File: src/fpw_pkg.sv
// package: register map, field layout and pull range table
package fpw_pkg;

  // ---------------------------------------------------------------
  // register map
  // ---------------------------------------------------------------
  localparam logic [7:0] FPW_ADDR_LOW = 8'h00;
  localparam logic [7:0] FPW_ADDR_HIGH = 8'h01;
  localparam logic [7:0] FPW_ADDR_RANGE = 8'h02;

  // ---------------------------------------------------------------
  // field layout
  // ---------------------------------------------------------------
  localparam int FPW_REG_W = 16;
  localparam int FPW_WORD_W = 26;
  localparam int FPW_LOW_W = 16;
  localparam int FPW_HIGH_W = 10;
  localparam int FPW_HIGH_LSB = 0;
  localparam int FPW_DRV_EN_BIT = 10;
  localparam int FPW_RANGE_W = 4;
  localparam int FPW_RANGE_LSB = 0;
  localparam int FPW_QPPM_W = 15;
  localparam int FPW_SCALED_W = FPW_WORD_W + FPW_QPPM_W;

  // ---------------------------------------------------------------
  // reset values
  // ---------------------------------------------------------------
  localparam logic [FPW_LOW_W-1:0] FPW_LOW_RST = 16'h0000;
  localparam logic [FPW_HIGH_W-1:0] FPW_HIGH_RST = 10'h000;
  localparam logic FPW_DRV_EN_RST = 1'b0;
  localparam logic [FPW_RANGE_W-1:0] FPW_RANGE_RST = 4'h9;
  localparam logic [FPW_REG_W-1:0] FPW_RDATA_RST = 16'h0000;

  // ---------------------------------------------------------------
  // pull range limits in quarter ppm, indexed by range code
  // ---------------------------------------------------------------
  localparam logic [FPW_QPPM_W-1:0] FPW_RANGE_QPPM [16] = '{
    15'h0019, 15'h0028, 15'h0032, 15'h0064,
    15'h00C8, 15'h0140, 15'h0190, 15'h01F4,
    15'h0258, 15'h0320, 15'h0640, 15'h0960,
    15'h0C80, 15'h12C0, 15'h1900, 15'h3200
  };

  // ---------------------------------------------------------------
  // carriers
  // ---------------------------------------------------------------
  typedef struct packed {
    logic wr;
    logic rd;
    logic [7:0] addr;
    logic [FPW_REG_W-1:0] wdata;
  } fpw_req_t;

  typedef struct packed {
    logic rvalid;
    logic [FPW_REG_W-1:0] rdata;
  } fpw_rsp_t;

endpackage

File: src/fpw_scaler.sv
// signed pull word scaled against the selected pull range limit
`timescale 1ns/10ps
`default_nettype none
module fpw_scaler import fpw_pkg::*; #(
  parameter int WORD_W = FPW_WORD_W
) (
  // clock and reset
  input wire logic clk,
  input wire logic rst_n,
  // operands
  input wire logic signed [WORD_W-1:0] word,
  input wire logic [FPW_RANGE_W-1:0] range_code,
  // result: word times limit, not normalised; a full scale word gives 2^25 times the limit
  output logic signed [WORD_W+FPW_QPPM_W-1:0] scaled_q
);

  wire logic [FPW_QPPM_W-1:0] limit_qppm;
  wire logic signed [FPW_QPPM_W:0] limit_s;
  wire logic signed [WORD_W+FPW_QPPM_W:0] product;

  assign limit_qppm = FPW_RANGE_QPPM[range_code];
  assign limit_s = signed'({1'b0, limit_qppm});
  assign product = word * limit_s;

  always_ff @(posedge clk or negedge rst_n) begin
    if (!rst_n) begin
      scaled_q <= '0;
    end else begin
      scaled_q <= product[WORD_W+FPW_QPPM_W-1:0];
    end
  end

endmodule // fpw_scaler
`default_nettype wire

File: src/fpw_regs.sv
// pull word register pair with drive enable and pull range select
`timescale 1ns/10ps
`default_nettype none
//Function
// - the low register at address 0 holds pull word bits 15..0, all RW.
// - the high register at address 1 holds pull word bits 25..16 in [9:0].
// - reset clears all 26 pull word bits so no offset is applied.
// - the 26-bit pull word is a signed two's-complement value.
// - a new offset is applied only when the high or the range register is written.
// - high register bits 15..11 read as zero and ignore writes.
// - high register bit 10 enables the output driver, reset value 0.
// - the enable bit only acts under software drive enable control.
// - the applied word is scaled against the range field at address 2.
// - registers are reached through the slave register access port.
module fpw_regs import fpw_pkg::*; #(
  parameter logic [FPW_RANGE_W-1:0] RANGE_DEFAULT = FPW_RANGE_RST
) (
  // clock and reset
  input wire logic ref_clk,
  input wire logic resetn,
  // register access from the serial slave engine
  input wire fpw_req_t reg_req,
  output fpw_rsp_t reg_rsp_q,
  // drive enable configuration pins
  input wire logic drive_sw_ctrl,
  input wire logic drive_en_pin,
  // outputs to the oscillator core
  output logic signed [FPW_WORD_W-1:0] pull_word_q,
  output logic pull_update_q,
  output logic [FPW_RANGE_W-1:0] pull_range_q,
  output logic signed [FPW_SCALED_W-1:0] pull_offset_q,
  output logic drive_enable_q
);

  // ---------------------------------------------------------------
  // reset release
  // ---------------------------------------------------------------
  logic [1:0] rst_sync_q;
  wire logic rst_n;

  always_ff @(posedge ref_clk or negedge resetn) begin
    if (!resetn) begin
      rst_sync_q <= 2'h0;
    end else begin
      rst_sync_q <= {rst_sync_q[0], 1'b1};
    end
  end
  assign rst_n = rst_sync_q[1];

  // ---------------------------------------------------------------
  // pin synchronisers
  // ---------------------------------------------------------------
  // meta stage feeds only the second stage
  logic [1:0] pin_meta_q;
  logic [1:0] pin_sync_q;
  wire logic sw_ctrl;
  wire logic pin_en;

  always_ff @(posedge ref_clk or negedge rst_n) begin
    if (!rst_n) begin
      pin_meta_q <= 2'h0;
      pin_sync_q <= 2'h0;
    end else begin
      pin_meta_q <= {drive_sw_ctrl, drive_en_pin};
      pin_sync_q <= pin_meta_q;
    end
  end
  assign sw_ctrl = pin_sync_q[1];
  assign pin_en = pin_sync_q[0];

  // ---------------------------------------------------------------
  // address decode
  // ---------------------------------------------------------------
  wire logic wr_low;
  wire logic wr_high;
  wire logic wr_range;

  assign wr_low = reg_req.wr && (reg_req.addr == FPW_ADDR_LOW);
  assign wr_high = reg_req.wr && (reg_req.addr == FPW_ADDR_HIGH);
  assign wr_range = reg_req.wr && (reg_req.addr == FPW_ADDR_RANGE);

  // ---------------------------------------------------------------
  // storage
  // ---------------------------------------------------------------
  logic [FPW_LOW_W-1:0] low_q;
  logic [FPW_HIGH_W-1:0] high_q;
  logic drv_bit_q;
  wire logic [FPW_LOW_W-1:0] low_d;
  wire logic [FPW_HIGH_W-1:0] high_d;
  wire logic drv_bit_d;
  wire logic [FPW_RANGE_W-1:0] range_d;

  assign low_d = wr_low ? reg_req.wdata : low_q;
  assign high_d = wr_high ?
    reg_req.wdata[FPW_HIGH_LSB +: FPW_HIGH_W] : high_q;
  // bits 15..11 have no storage, so writes there vanish
  assign drv_bit_d = wr_high ?
    reg_req.wdata[FPW_DRV_EN_BIT] : drv_bit_q;
  assign range_d = wr_range ?
    reg_req.wdata[FPW_RANGE_LSB +: FPW_RANGE_W] : pull_range_q;

  always_ff @(posedge ref_clk or negedge rst_n) begin
    if (!rst_n) begin
      low_q <= FPW_LOW_RST;
      high_q <= FPW_HIGH_RST;
      drv_bit_q <= FPW_DRV_EN_RST;
      pull_range_q <= RANGE_DEFAULT;
    end else begin
      low_q <= low_d;
      high_q <= high_d;
      drv_bit_q <= drv_bit_d;
      pull_range_q <= range_d;
    end
  end

  // ---------------------------------------------------------------
  // applied pull word
  // ---------------------------------------------------------------
  // low writes alone never move the frequency; host orders low first
  wire logic signed [FPW_WORD_W-1:0] word_d;

  assign word_d = wr_high ?
    signed'({reg_req.wdata[FPW_HIGH_LSB +: FPW_HIGH_W], low_q}) :
    pull_word_q;

  always_ff @(posedge ref_clk or negedge rst_n) begin
    if (!rst_n) begin
      pull_word_q <= '0;
      pull_update_q <= 1'b0;
    end else begin
      pull_word_q <= word_d;
      pull_update_q <= wr_high;
    end
  end

  fpw_scaler #(
    .WORD_W(FPW_WORD_W)
  ) u_scaler (
    .clk(ref_clk),
    .rst_n(rst_n),
    .word(pull_word_q),
    .range_code(pull_range_q),
    .scaled_q(pull_offset_q)
  );

  // ---------------------------------------------------------------
  // output driver enable
  // ---------------------------------------------------------------
  // under pin control the stored bit still reads back but is not used
  wire logic drive_d;

  assign drive_d = sw_ctrl ? drv_bit_q : pin_en;

  always_ff @(posedge ref_clk or negedge rst_n) begin
    if (!rst_n) begin
      drive_enable_q <= 1'b0;
    end else begin
      drive_enable_q <= drive_d;
    end
  end

  // ---------------------------------------------------------------
  // read path
  // ---------------------------------------------------------------
  logic [FPW_REG_W-1:0] rdata_sel;

  always_comb begin
    rdata_sel = FPW_RDATA_RST;
    case (reg_req.addr)
      FPW_ADDR_LOW: begin
        rdata_sel = low_q;
      end
      FPW_ADDR_HIGH: begin
        rdata_sel[FPW_HIGH_LSB +: FPW_HIGH_W] = high_q;
        rdata_sel[FPW_DRV_EN_BIT] = drv_bit_q;
      end
      FPW_ADDR_RANGE: begin
        rdata_sel[FPW_RANGE_LSB +: FPW_RANGE_W] = pull_range_q;
      end
      default: begin
        rdata_sel = FPW_RDATA_RST;
      end
    endcase
  end

  always_ff @(posedge ref_clk or negedge rst_n) begin
    if (!rst_n) begin
      reg_rsp_q <= '0;
    end else begin
      reg_rsp_q.rvalid <= reg_req.rd;
      reg_rsp_q.rdata <= reg_req.rd ? rdata_sel : FPW_RDATA_RST;
    end
  end

endmodule // fpw_regs
`default_nettype wire

File: config.mk
export PLATFORM = sky130hd
export DESIGN_NAME = fpw_regs
export DESIGN_NICKNAME = d
export VERILOG_FILES = /design/src/fpw_pkg.sv /design/src/fpw_scaler.sv /design/src/fpw_regs.sv
export SDC_FILE = /design/constraint.sdc
export NUM_CORES = 1
export LEC_CHECK = 0
export BUFFER_PORTS_ARGS = -buffer_cell sky130_fd_sc_hd__buf_2
export CAP_MARGIN = 20
export CORE_ASPECT_RATIO = 1.2
export CORE_MARGIN = 2
export CORE_UTILIZATION = 63
export CTS_CLUSTER_SIZE = 14
export DETAILED_ROUTE_END_ITERATION = 16
export GPL_TIMING_DRIVEN = 1
export HOLD_SLACK_MARGIN = 0.02
export PLACE_DENSITY = 0.94
export RECOVER_POWER = 50
export SLEW_MARGIN = 20
export SYNTH_ARGS = -nofsm -noshare
export SYNTH_HDL_FRONTEND = slang
export SYNTH_SLANG_ARGS = --single-unit
File: constraint.sdc
create_clock -name ref_clk -period 8.4 [get_ports ref_clk]
set_clock_uncertainty 0.15 [all_clocks]
set_input_delay 1.68 -clock ref_clk [delete_from_list [all_inputs] [get_ports ref_clk]]
set_output_delay 1.68 -clock ref_clk [all_outputs]
set_load 0.02 [all_outputs]
==> impl_metrics.tcl, run 1 <==
set metrics [dict create \
    p_seq_share_pct 35.9 \
    synth.distinct_cells 61 \
    clock.fmax_mhz 126.4 \
    topRoutingLayerUsed "met4" \
    first_global_vias 15420 \
    dr_total_vias 13720 \
    p_int_uw 1125 \
    synth.most_common_cell "inv_1" \
    dr_wl_met3_mm 5.143 \
    min_path_type "reg2reg" \
    syn-num-nets 2264 \
    peakVddDrop_uv 113.9 \
    numPortBuffers 119 \
    setup_tns_ns 0 \
    synth_top_family_by_area "adder cells" \
    combinationalPowerShare_pct 21.7 \
    cts_buffers 17 \
    dieWidth_um 153.7 \
    synth_compound_area_share_pct 4.587 \
    ys_top_cells_by_area "fa_1, dfrtp_1, inv_1, nand2_1, ha_1" \
    placementRows 65 \
    cap_violations 2 \
    timing_hold_violations_final 0 \
    coreArea_um2 26350 \
    crit_fanout 18 \
    synth.mux.area_fraction_pct 2.105 \
    crit_type "reg2reg" \
    htree_levels 4 \
    cts_setup_buffers 0 \
    clock_latency_ns 0.44 \
    rsz0062_at_grt "false" \
    worstSetupEndpointType "register" \
    cts_resized 0 \
    overflow 0 \
    nFillCells 1689 \
    hpwl_mm 34.44 \
    antenna_found_initial 2 \
    setup_viol 0 \
    switchingPower_uw 592.3 \
    clock_tree.root_cell "clkbuf_16" \
    wl_met1_mm 14.80 \
    max_slew.worst_pin.slew_ns 4.490 \
    wl_met2_mm 24.48 \
    swShare_pct 34.49 \
    final_util_pct 69.72 \
    min_period_over_period_pct 94.19 \
    cts_hold_buf 0 \
    grt_max_degree 85 \
    drive_gt1_share_pct 9.783 \
    finalMaxSlewViolations 112 \
    clock-sinks 113 \
    dr.pass1.iters 7 \
    synth_adder_area_share_pct 48.14 \
    multi_input_area_um2 12320 \
    setup_ws_ns 0.4878 \
    wirelength_mm 49.14 \
    tritoncts "done" \
    synthFlopType "dfrtp_1" \
    clk_pin_slew_ns 0.06 \
    clock_path_buffers 2 \
    chipHeight_um 183.6 \
    place_ws_ns 0.7568 \
    vias_per_cell 6.160 \
    critPathRequiredTime_ns 8.58 \
    yosys_warnings 0 \
    synth-xor-area-share_pct 2.172 \
    dieArea_um2 28220 \
    netlist_instances 1790 \
    yosysSeqAreaShare_pct 16.71 \
    fin_nets 2352 \
    violations "capacitance limit, slew limit" \
    grt_pass1_wl_mm 77.63 \
    max_slew_margin_pct -199.3 \
    synth_largest_area_cell "fa_1" \
    track_usage_pct 35.87 \
    yosys.area.top_type_share_pct 40.77 \
    status "complete, but fails checks" \
    drc 0 \
    drtAntennaViolNets 0 \
    globalplace.congestion 0.9563 \
    initial_core_util_pct 64.29 \
    synth-simple-area-share_pct 15.58 \
    drtIter0Drc 1717 \
    min_period_ns 7.912 \
    synthTopCellsByCount "inv_1, fa_1, nand2_1, and2_1, dfrtp_1" \
    synth-seq-cells 113 \
    syn_area_per_cell_um2 9.464 \
    cp.arrival_ns 8.09 \
    wl_per_cell_um 22.06 \
    leakagePower_uw 0.009823 \
    synth_edf_count 0 \
    power_density_nw_per_um2 93.49 \
    num_io_pins 120 \
    p_clk_share_pct 42.4 \
    cp-start-kind "register" \
    syn-cell-area_um2 16940 \
    area_growth_pct 8.442 \
    seq_area_um2 2830 \
    ys_async_sr_fraction_pct 100.0 \
]
sequential cells by signal, indices dropped and copies added (netlist names):
name	count
u_scaler.scaled_q	41
reg_rsp_q	17
low_q	16
pull_word_q	16
high_q	10
pull_range_q	4
pin_meta_q	2
pin_sync_q	2
rst_sync_q	2
drive_enable_q	1
drv_bit_q	1
pull_update_q	1
layout by cell type, fill, tap and decap left out, types with 3 or more instances in the layout:
master      netlist  routed
inv_1           403     403
fa_1            345     345
nand2_1         339     339
and2_1          135     133
dfrtp_1         111     111
ha_1             99      99
buf_2             4      87
a21oi_1          42      42
clkbuf_1         64      35
nor2_1           32      32
xnor2_1          28      28
mux2_2           21      21
buf_4             1      20
clkbuf_16         0      17
xor2_1           14      14
o21ai_0          14      14
mux2i_1          12      12
o21bai_1         10      10
a21o_1            9       9
o21a_1            9       9
nor3_1           10       9
nand3_1           8       8
nor2b_1           7       7
nand4_1           6       6
and3_1            5       5
nand2b_1          5       5
a211oi_1          4       4
clkinv_4          0       4
inv_6             0       4
nor3_2            2       3
a21oi_2           3       3
o21ai_2           3       3
o311ai_2          3       3
or4_1             3       3
clkinvlp_4        0       3
per-stage QoR:
stage	hold slack, ns	power (µW)	std cells	cell area, µm²
after CTS	0.1477	1714	2226	18420
after detailed placement	0.1407	986.9	2194	17850
after global routing	0.2098	1769	2227	18370
final	0.2044	1717	2228	18370
after floorplan	0.1812	858.2	1790	16940
after global placement	0.1327	968.5	2194	17850
metal layers:
layer | global-route usage [%] | vias to the layer above
met5 | 0 | -
met4 | 26.61 | 0
met3 | 8.652 | 454
met2 | 60.64 | 1103
met1 | 39.40 | 6714
li1 | - | 5453
critical path, stage by stage, from the launching register on:
cell,delay [ns]
dfstp_2,0.66
inv_1,0.17
nor2_1,0.34
a22o_1,0.74
nand2_1,0.18
fa_1,0.44
inv_1,0.29
fa_1,0.51
fa_1,0.58
fa_1,0.43
fa_1,0.49
inv_1,0.05
fa_1,0.50
inv_1,0.05
ha_1,0.36
and4_2,0.28
nand2_1,0.09
o22ai_1,0.11
or4_4,0.50
o21ai_2,0.30
a31o_4,0.21
o21ai_2,0.06
a211o_1,0.28
kinds of logic (layout without fill, tap and decap cells):
family | after synthesis | count (layout)
compound gates | 115 | 115
mux | 33 | 33
flops | 113 | 113
xor+xnor | 42 | 42
simple gates | 565 | 565
fa+ha+maj | 445 | 445
buf+inv | 476 | 577
other cells | 1 | 3
area by class of cell:
| type | instances | area share (%) |
|---|---|---|
| multi-input cells | 1201 | 67.04 |
| flip-flops and latches | 113 | 15.41 |
| inverters | 404 | 8.255 |
| repair buffers | 141 | 3.882 |
| clock buffers | 19 | 2.411 |
| well taps | 335 | 2.282 |
| clock inverters | 13 | 0.6947 |
| diodes | 2 | 0.02724 |
final timing paths:
path	start	end	slack, ns	cells after the start
min reg2reg	rst_sync_q[0]	rst_sync_q[1]	0.20	0
max	pull_range_q[0]	u_scaler.scaled_q[40]	0.49	22
min	rst_sync_q[0]	rst_sync_q[1]	0.20	0
min in group asynchronous	rst_sync_q[1]	u_scaler.scaled_q[5]	0.43	0
max in group asynchronous	rst_sync_q[1]	pull_word_q[4]	2.74	1
max reg2reg	pull_range_q[0]	u_scaler.scaled_q[40]	0.49	22
power groups by stage:
stage	Clock, µW	Combinational (µW)	Sequential (µW)
6_report	728	373	617
2_1_floorplan	0	212	647
5_1_grt	749	402	619
4_1_cts	727	372	615
3_3_place_gp	0	346	623
3_5_place_dp	0	364	623
Power figures use the tool's default switching activity.
==> run 2: changes to the inputs <==
Settings changed: PLACE_DENSITY 0.94 to 0.83.
==> impl_metrics.tcl, run 2 (synthesis gave the netlist of run 1 again) <==
set metrics [dict create \
    status "complete, but fails checks" \
    violations "capacitance limit, slew limit" \
    crit_type "reg2reg" \
    setup_viol 0 \
    peakVddDrop_uv 127.3 \
    final_util_pct 69.88 \
    rr_worst_depth 22 \
    track_usage_pct 32.18 \
    ff2ff_setup_slack_ns 0.53 \
    place_ws_ns 0.6538 \
    dieWidth_um 153.7 \
    fin_total_pwr_uw 1741 \
    hpwl_mm 32.77 \
    crit_end "u_scaler.scaled_q[39]" \
    final_cell_mix "inv_1, fa_1, nand2_1" \
    wirelength_mm 43.40 \
    grt_pass1_wl_mm 70.38 \
    crit_buf_inv 5 \
    initial_core_util_pct 64.29 \
    setup_tns_ns 0 \
    drtIter0Drc 859 \
    power_density_nw_per_um2 94.54 \
    clock-sinks 113 \
    cts_resized 0 \
    cp.arrival_ns 8.09 \
    fin_nets 2354 \
    clock.fmax_mhz 127.0 \
    critPathRequiredTime_ns 8.61 \
    nFillCells 1905 \
    dieArea_um2 28220 \
    r2r_end "u_scaler.scaled_q[39]" \
    dr.pass1.iters 6 \
    htree_levels 4 \
    antenna_found_initial 3 \
    final_common_cell "inv_1" \
    clock_latency_ns 0.43 \
    tritoncts "done" \
    placementRows 65 \
    crit_fanout 19 \
    largest_register "u_scaler.scaled_q" \
    cap_violations 2 \
    cts_buffers 17 \
    min_period_ns 7.874 \
    min_path_type "reg2reg" \
    clk_pin_slew_ns 0.07 \
    rsz0062_at_grt "false" \
    crit_family "adder cells" \
    cts_setup_buffers 0 \
    crit_chain "inv_1, nor2_1, a22o_1, buf_4, nand2_1, fa_1, inv_1, fa_1, fa_1, fa_1, fa_1, inv_1, fa_1, inv_1, ha_1, nand2_1, nor3_1, o2111ai_1, nand3_2, a211oi_1, or4b_1, nand3_1" \
    timing_hold_violations_final 0 \
    chipHeight_um 183.6 \
    overflow 0 \
    reg2reg_from "pull_range_q[0]" \
    max_slew_margin_pct -209.1 \
    coreArea_um2 26350 \
    clock_path_buffers 2 \
    crit_cells 22 \
    dr_total_vias 12800 \
    globalplace.congestion 0.9047 \
    area_growth_pct 8.694 \
    cts_hold_buf 0 \
    worstSetupEndpointType "register" \
    cp_slowest_cell "a22o_1" \
    numPortBuffers 119 \
    finalMaxSlewViolations 113 \
    setup_ws_ns 0.5260 \
    leakagePower_uw 0.009862 \
    drc 0 \
    largest_reg_flops 41 \
    drtAntennaViolNets 0 \
    max_slew.worst_pin.slew_ns 4.636 \
    num_io_pins 120 \
    first_global_vias 14240 \
    vias_per_cell 5.739 \
    cp-start-kind "register" \
    clock_tree.root_cell "clkbuf_16" \
    cp-startpoint "pull_range_q[0]" \
    drive_gt1_share_pct 9.984 \
    grt_max_degree 87 \
    min_period_over_period_pct 93.74 \
    wl_per_cell_um 19.45 \
    path_common_cell "fa_1" \
    top_regs "u_scaler.scaled_q (41), reg_rsp_q (17)" \
    max_stage_delay_ns 0.78 \
]
[run 2: changes by cell type in the layout (fill, tap and decap cells not counted), sizes merged]
cell      before  now
buf          107  110
clkinvlp       3    2
diode          2    3
inv          408  407
clkinv         5    6
bufinv         1    2
clkbuf        53   52
[run 2: power breakdown]
| part | internal (µW) | leakage [µW] | switching [µW] |
|---|---|---|---|
| Clock | 458 | 0.000292 | 310 |
| Sequential | 578 | 0.00153 | 36.7 |
| Combinational | 125 | 0.00804 | 232 |
[run 2: worst min path at each step]
| stage | from | to | slack [ns] | cells after the start |
|---|---|---|---|---|
| finish | rst_sync_q[0] | rst_sync_q[1] | 0.20 | 0 |
| CTS | rst_sync_q[1] | u_scaler.scaled_q[34] | 0.15 | 0 |
| floorplan | pin_meta_q[0] | pin_sync_q[0] | 0.18 | 0 |
| global route | pin_meta_q[0] | pin_sync_q[0] | 0.21 | 0 |
| detailed placement | rst_sync_q[1] | u_scaler.scaled_q[37] | 0.14 | 0 |
| global placement | rst_sync_q[1] | u_scaler.scaled_q[39] | 0.13 | 0 |
[run 2: final cells by class]
class / instances / area [µm²] / area share, %
Antenna cell: 3 / 7.507 / 0.04077
Timing Repair Buffer: 143 / 729.5 / 3.962
Tap cell: 335 / 419.2 / 2.276
Multi-Input combinational cell: 1201 / 12300 / 66.83
Clock inverter: 13 / 152.6 / 0.8290
Inverter: 404 / 1516 / 8.236
Clock buffer: 19 / 452.9 / 2.460
Sequential cell: 113 / 2830 / 15.37
[run 2: through the flow]
step,area (µm²),hold WS (ns),std cells
global placement,17870,0.1304,2196
floorplan,16940,0.1812,1790
CTS,18480,0.1462,2228
finish,18410,0.2005,2231
global route,18410,0.2128,2230
detailed placement,17870,0.1386,2196
[run 2: routing by layer]
layer / global-route usage [%] / part of all wire (%) / vias up
met5: 0 / 0 / -
met2: 56.82 / 53 / 622
li1: - / - / 5461
met3: 5.893 / 6.7 / 217
met4: 20.55 / 6.8 / 0
met1: 35.89 / 33 / 6504
[run 2: worst register-to-register path: stages, from the launching register on]
cell,delay (ns)
dfstp_2,0.63
inv_1,0.17
nor2_1,0.25
a22o_1,0.78
buf_4,0.28
nand2_1,0.08
fa_1,0.54
inv_1,0.05
fa_1,0.48
fa_1,0.62
fa_1,0.46
fa_1,0.50
inv_1,0.05
fa_1,0.47
inv_1,0.04
ha_1,0.39
nand2_1,0.12
nor3_1,0.44
o2111ai_1,0.30
nand3_2,0.25
a211oi_1,0.16
or4b_1,0.53
nand3_1,0.08
==> run 3: changes to the inputs <==
Settings changed: RECOVER_POWER 50 to 100.
==> impl_metrics.tcl, run 3 (synthesis gave the netlist of run 1 again) <==
set metrics [dict create \
    grt_max_degree 87 \
    clock_path_buffers 2 \
    min_period_ns 7.944 \
    first_global_vias 14240 \
    drc 0 \
    fin_cells 2230 \
    whs_path_depth 0 \
    numPortBuffers 119 \
    clock-sinks 113 \
    dpl_cell_area_um2 17870 \
    rr_worst_depth 21 \
    final_cell_mix "inv_1, fa_1, nand2_1" \
    path_common_cell "fa_1" \
    timing_hold_violations_final 0 \
    clk_pin_slew_ns 0.07 \
    wirelength_mm 43.48 \
    placementRows 65 \
    area_growth_pct 8.014 \
    reg2reg_from "pull_range_q[3]" \
    num_io_pins 120 \
    cap_violations 2 \
    min_from "pin_meta_q[1]" \
    min_path_type "reg2reg" \
    globalplace.congestion 0.9047 \
    drive_gt1_share_pct 6.286 \
    clock.fmax_mhz 125.9 \
    min_period_over_period_pct 94.57 \
    dr.pass1.iters 6 \
    htree_levels 4 \
    cts_buffers 17 \
    tritoncts "done" \
    largest_register "u_scaler.scaled_q" \
    chipHeight_um 183.6 \
    vias_per_cell 5.727 \
    crit_fanout 18 \
    critPathRequiredTime_ns 8.61 \
    overflow 0 \
    violations "capacitance limit, slew limit" \
    cp-start-kind "register" \
    hpwl_mm 32.77 \
    dp.cells 2196 \
    r2r_end "u_scaler.scaled_q[39]" \
    track_usage_pct 32.18 \
    cts_setup_buffers 0 \
    max_stage_delay_ns 0.85 \
    power_density_nw_per_um2 94.93 \
    max_slew.worst_pin.slew_ns 4.569 \
    crit_family "adder cells" \
    finalMaxSlewViolations 113 \
    status "complete, but fails checks" \
    drtIter0Drc 849 \
    initial_core_util_pct 64.29 \
    leakagePower_uw 0.009585 \
    wl_per_cell_um 19.50 \
    top_regs "u_scaler.scaled_q (41), reg_rsp_q (17)" \
    drtAntennaViolNets 0 \
    cp.arrival_ns 8.15 \
    fin_area_um2 18300 \
    max_slew_margin_pct -204.6 \
    cts_resized 0 \
    final_util_pct 69.44 \
    hold_ws_ns 0.2037 \
    grt_pass1_wl_mm 70.38 \
    cp_slowest_cell "dfstp_1" \
    dieArea_um2 28220 \
    antenna_found_initial 3 \
    crit_buf_inv 4 \
    peakVddDrop_uv 126.8 \
    rsz0062_at_grt "false" \
    final_common_cell "inv_1" \
    dr_total_vias 12770 \
    ff2ff_setup_slack_ns 0.46 \
    setup_viol 0 \
    clock_latency_ns 0.43 \
    clock_tree.root_cell "clkbuf_16" \
    largest_reg_flops 41 \
    coreArea_um2 26350 \
    worstSetupEndpointType "register" \
    setup_tns_ns 0 \
    crit_type "reg2reg" \
    cts_hold_buf 0 \
    whs_endpoint "pin_sync_q[1]" \
    dieWidth_um 153.7 \
    crit_chain "nand2_1, a21oi_2, buf_4, nand2_1, fa_1, inv_1, fa_1, fa_1, fa_1, fa_1, inv_1, fa_1, inv_1, ha_1, nand2_1, nor3_1, o2111ai_1, nand3_2, a211oi_1, or4b_1, nand3_1" \
    fin_nets 2354 \
]
## run 3: changes by cell type in the layout (fill, tap and decap cells not counted), sizes merged
cell,previous run,this run
diode,3,2
buf,110,48
clkbuf,52,114
## run 3: layer usage
| layer | up-vias | track usage, % | routed length [µm] |
|---|---|---|---|
| met5 | - | 0 | 0 |
| met4 | 0 | 20.55 | 3200 |
| met3 | 238 | 5.893 | 2870 |
| met2 | 594 | 56.82 | 23060 |
| met1 | 6480 | 35.89 | 14340 |
| li1 | 5460 | - | - |
## run 3: worst max path at each step
stage                     depth (start not counted)               endpoint            start
after global routing                             24  u_scaler.scaled_q[39]  pull_range_q[0]
after global placement                           22  u_scaler.scaled_q[39]  pull_range_q[0]
after CTS                                        22  u_scaler.scaled_q[39]  pull_range_q[0]
after floorplan                                  25  u_scaler.scaled_q[40]  pull_range_q[0]
after detailed placement                         22  u_scaler.scaled_q[39]  pull_range_q[0]
final                                            21  u_scaler.scaled_q[39]  pull_range_q[3]
## run 3: power breakdown
part / switching [µW] / internal, µW / leakage, µW
combinational: 233 / 120 / 0.00776
sequential: 37.4 / 578 / 0.00153
clock: 311 / 458 / 0.000292
total: 581 / 1160 / 0.00959
## run 3: worst register-to-register path: cells and delay by family, from the launching register on
family | cells | cell delay (ns)
buffers and inverters | 4 | 0.53
adder cells (fa/ha/maj) | 7 | 3.31
AO/OA/AOI/OAI | 3 | 1.31
AND/OR/NAND/NOR | 7 | 1.72
flip-flops | 1 | 0.85
## run 3: area by class of cell
cell class                 count  area, µm²
multi-input combinational   1201      12280
sequential                   113       2830
timing repair buffer         143      644.4
clock inverter                13      152.6
clock buffer                  19      452.9
inverter                     404       1516
tap                          335      419.2
antenna                        2      5.005
fill                        1946       8053
## run 3: metrics by stage
step                setup slack (ns)  power [µW]
floorplan                      1.341       858.2
global placement              0.7510       972.6
detailed placement            0.6538       984.2
CTS                           0.6151        1750
global route                  0.1581        1804
finish                        0.4563        1737
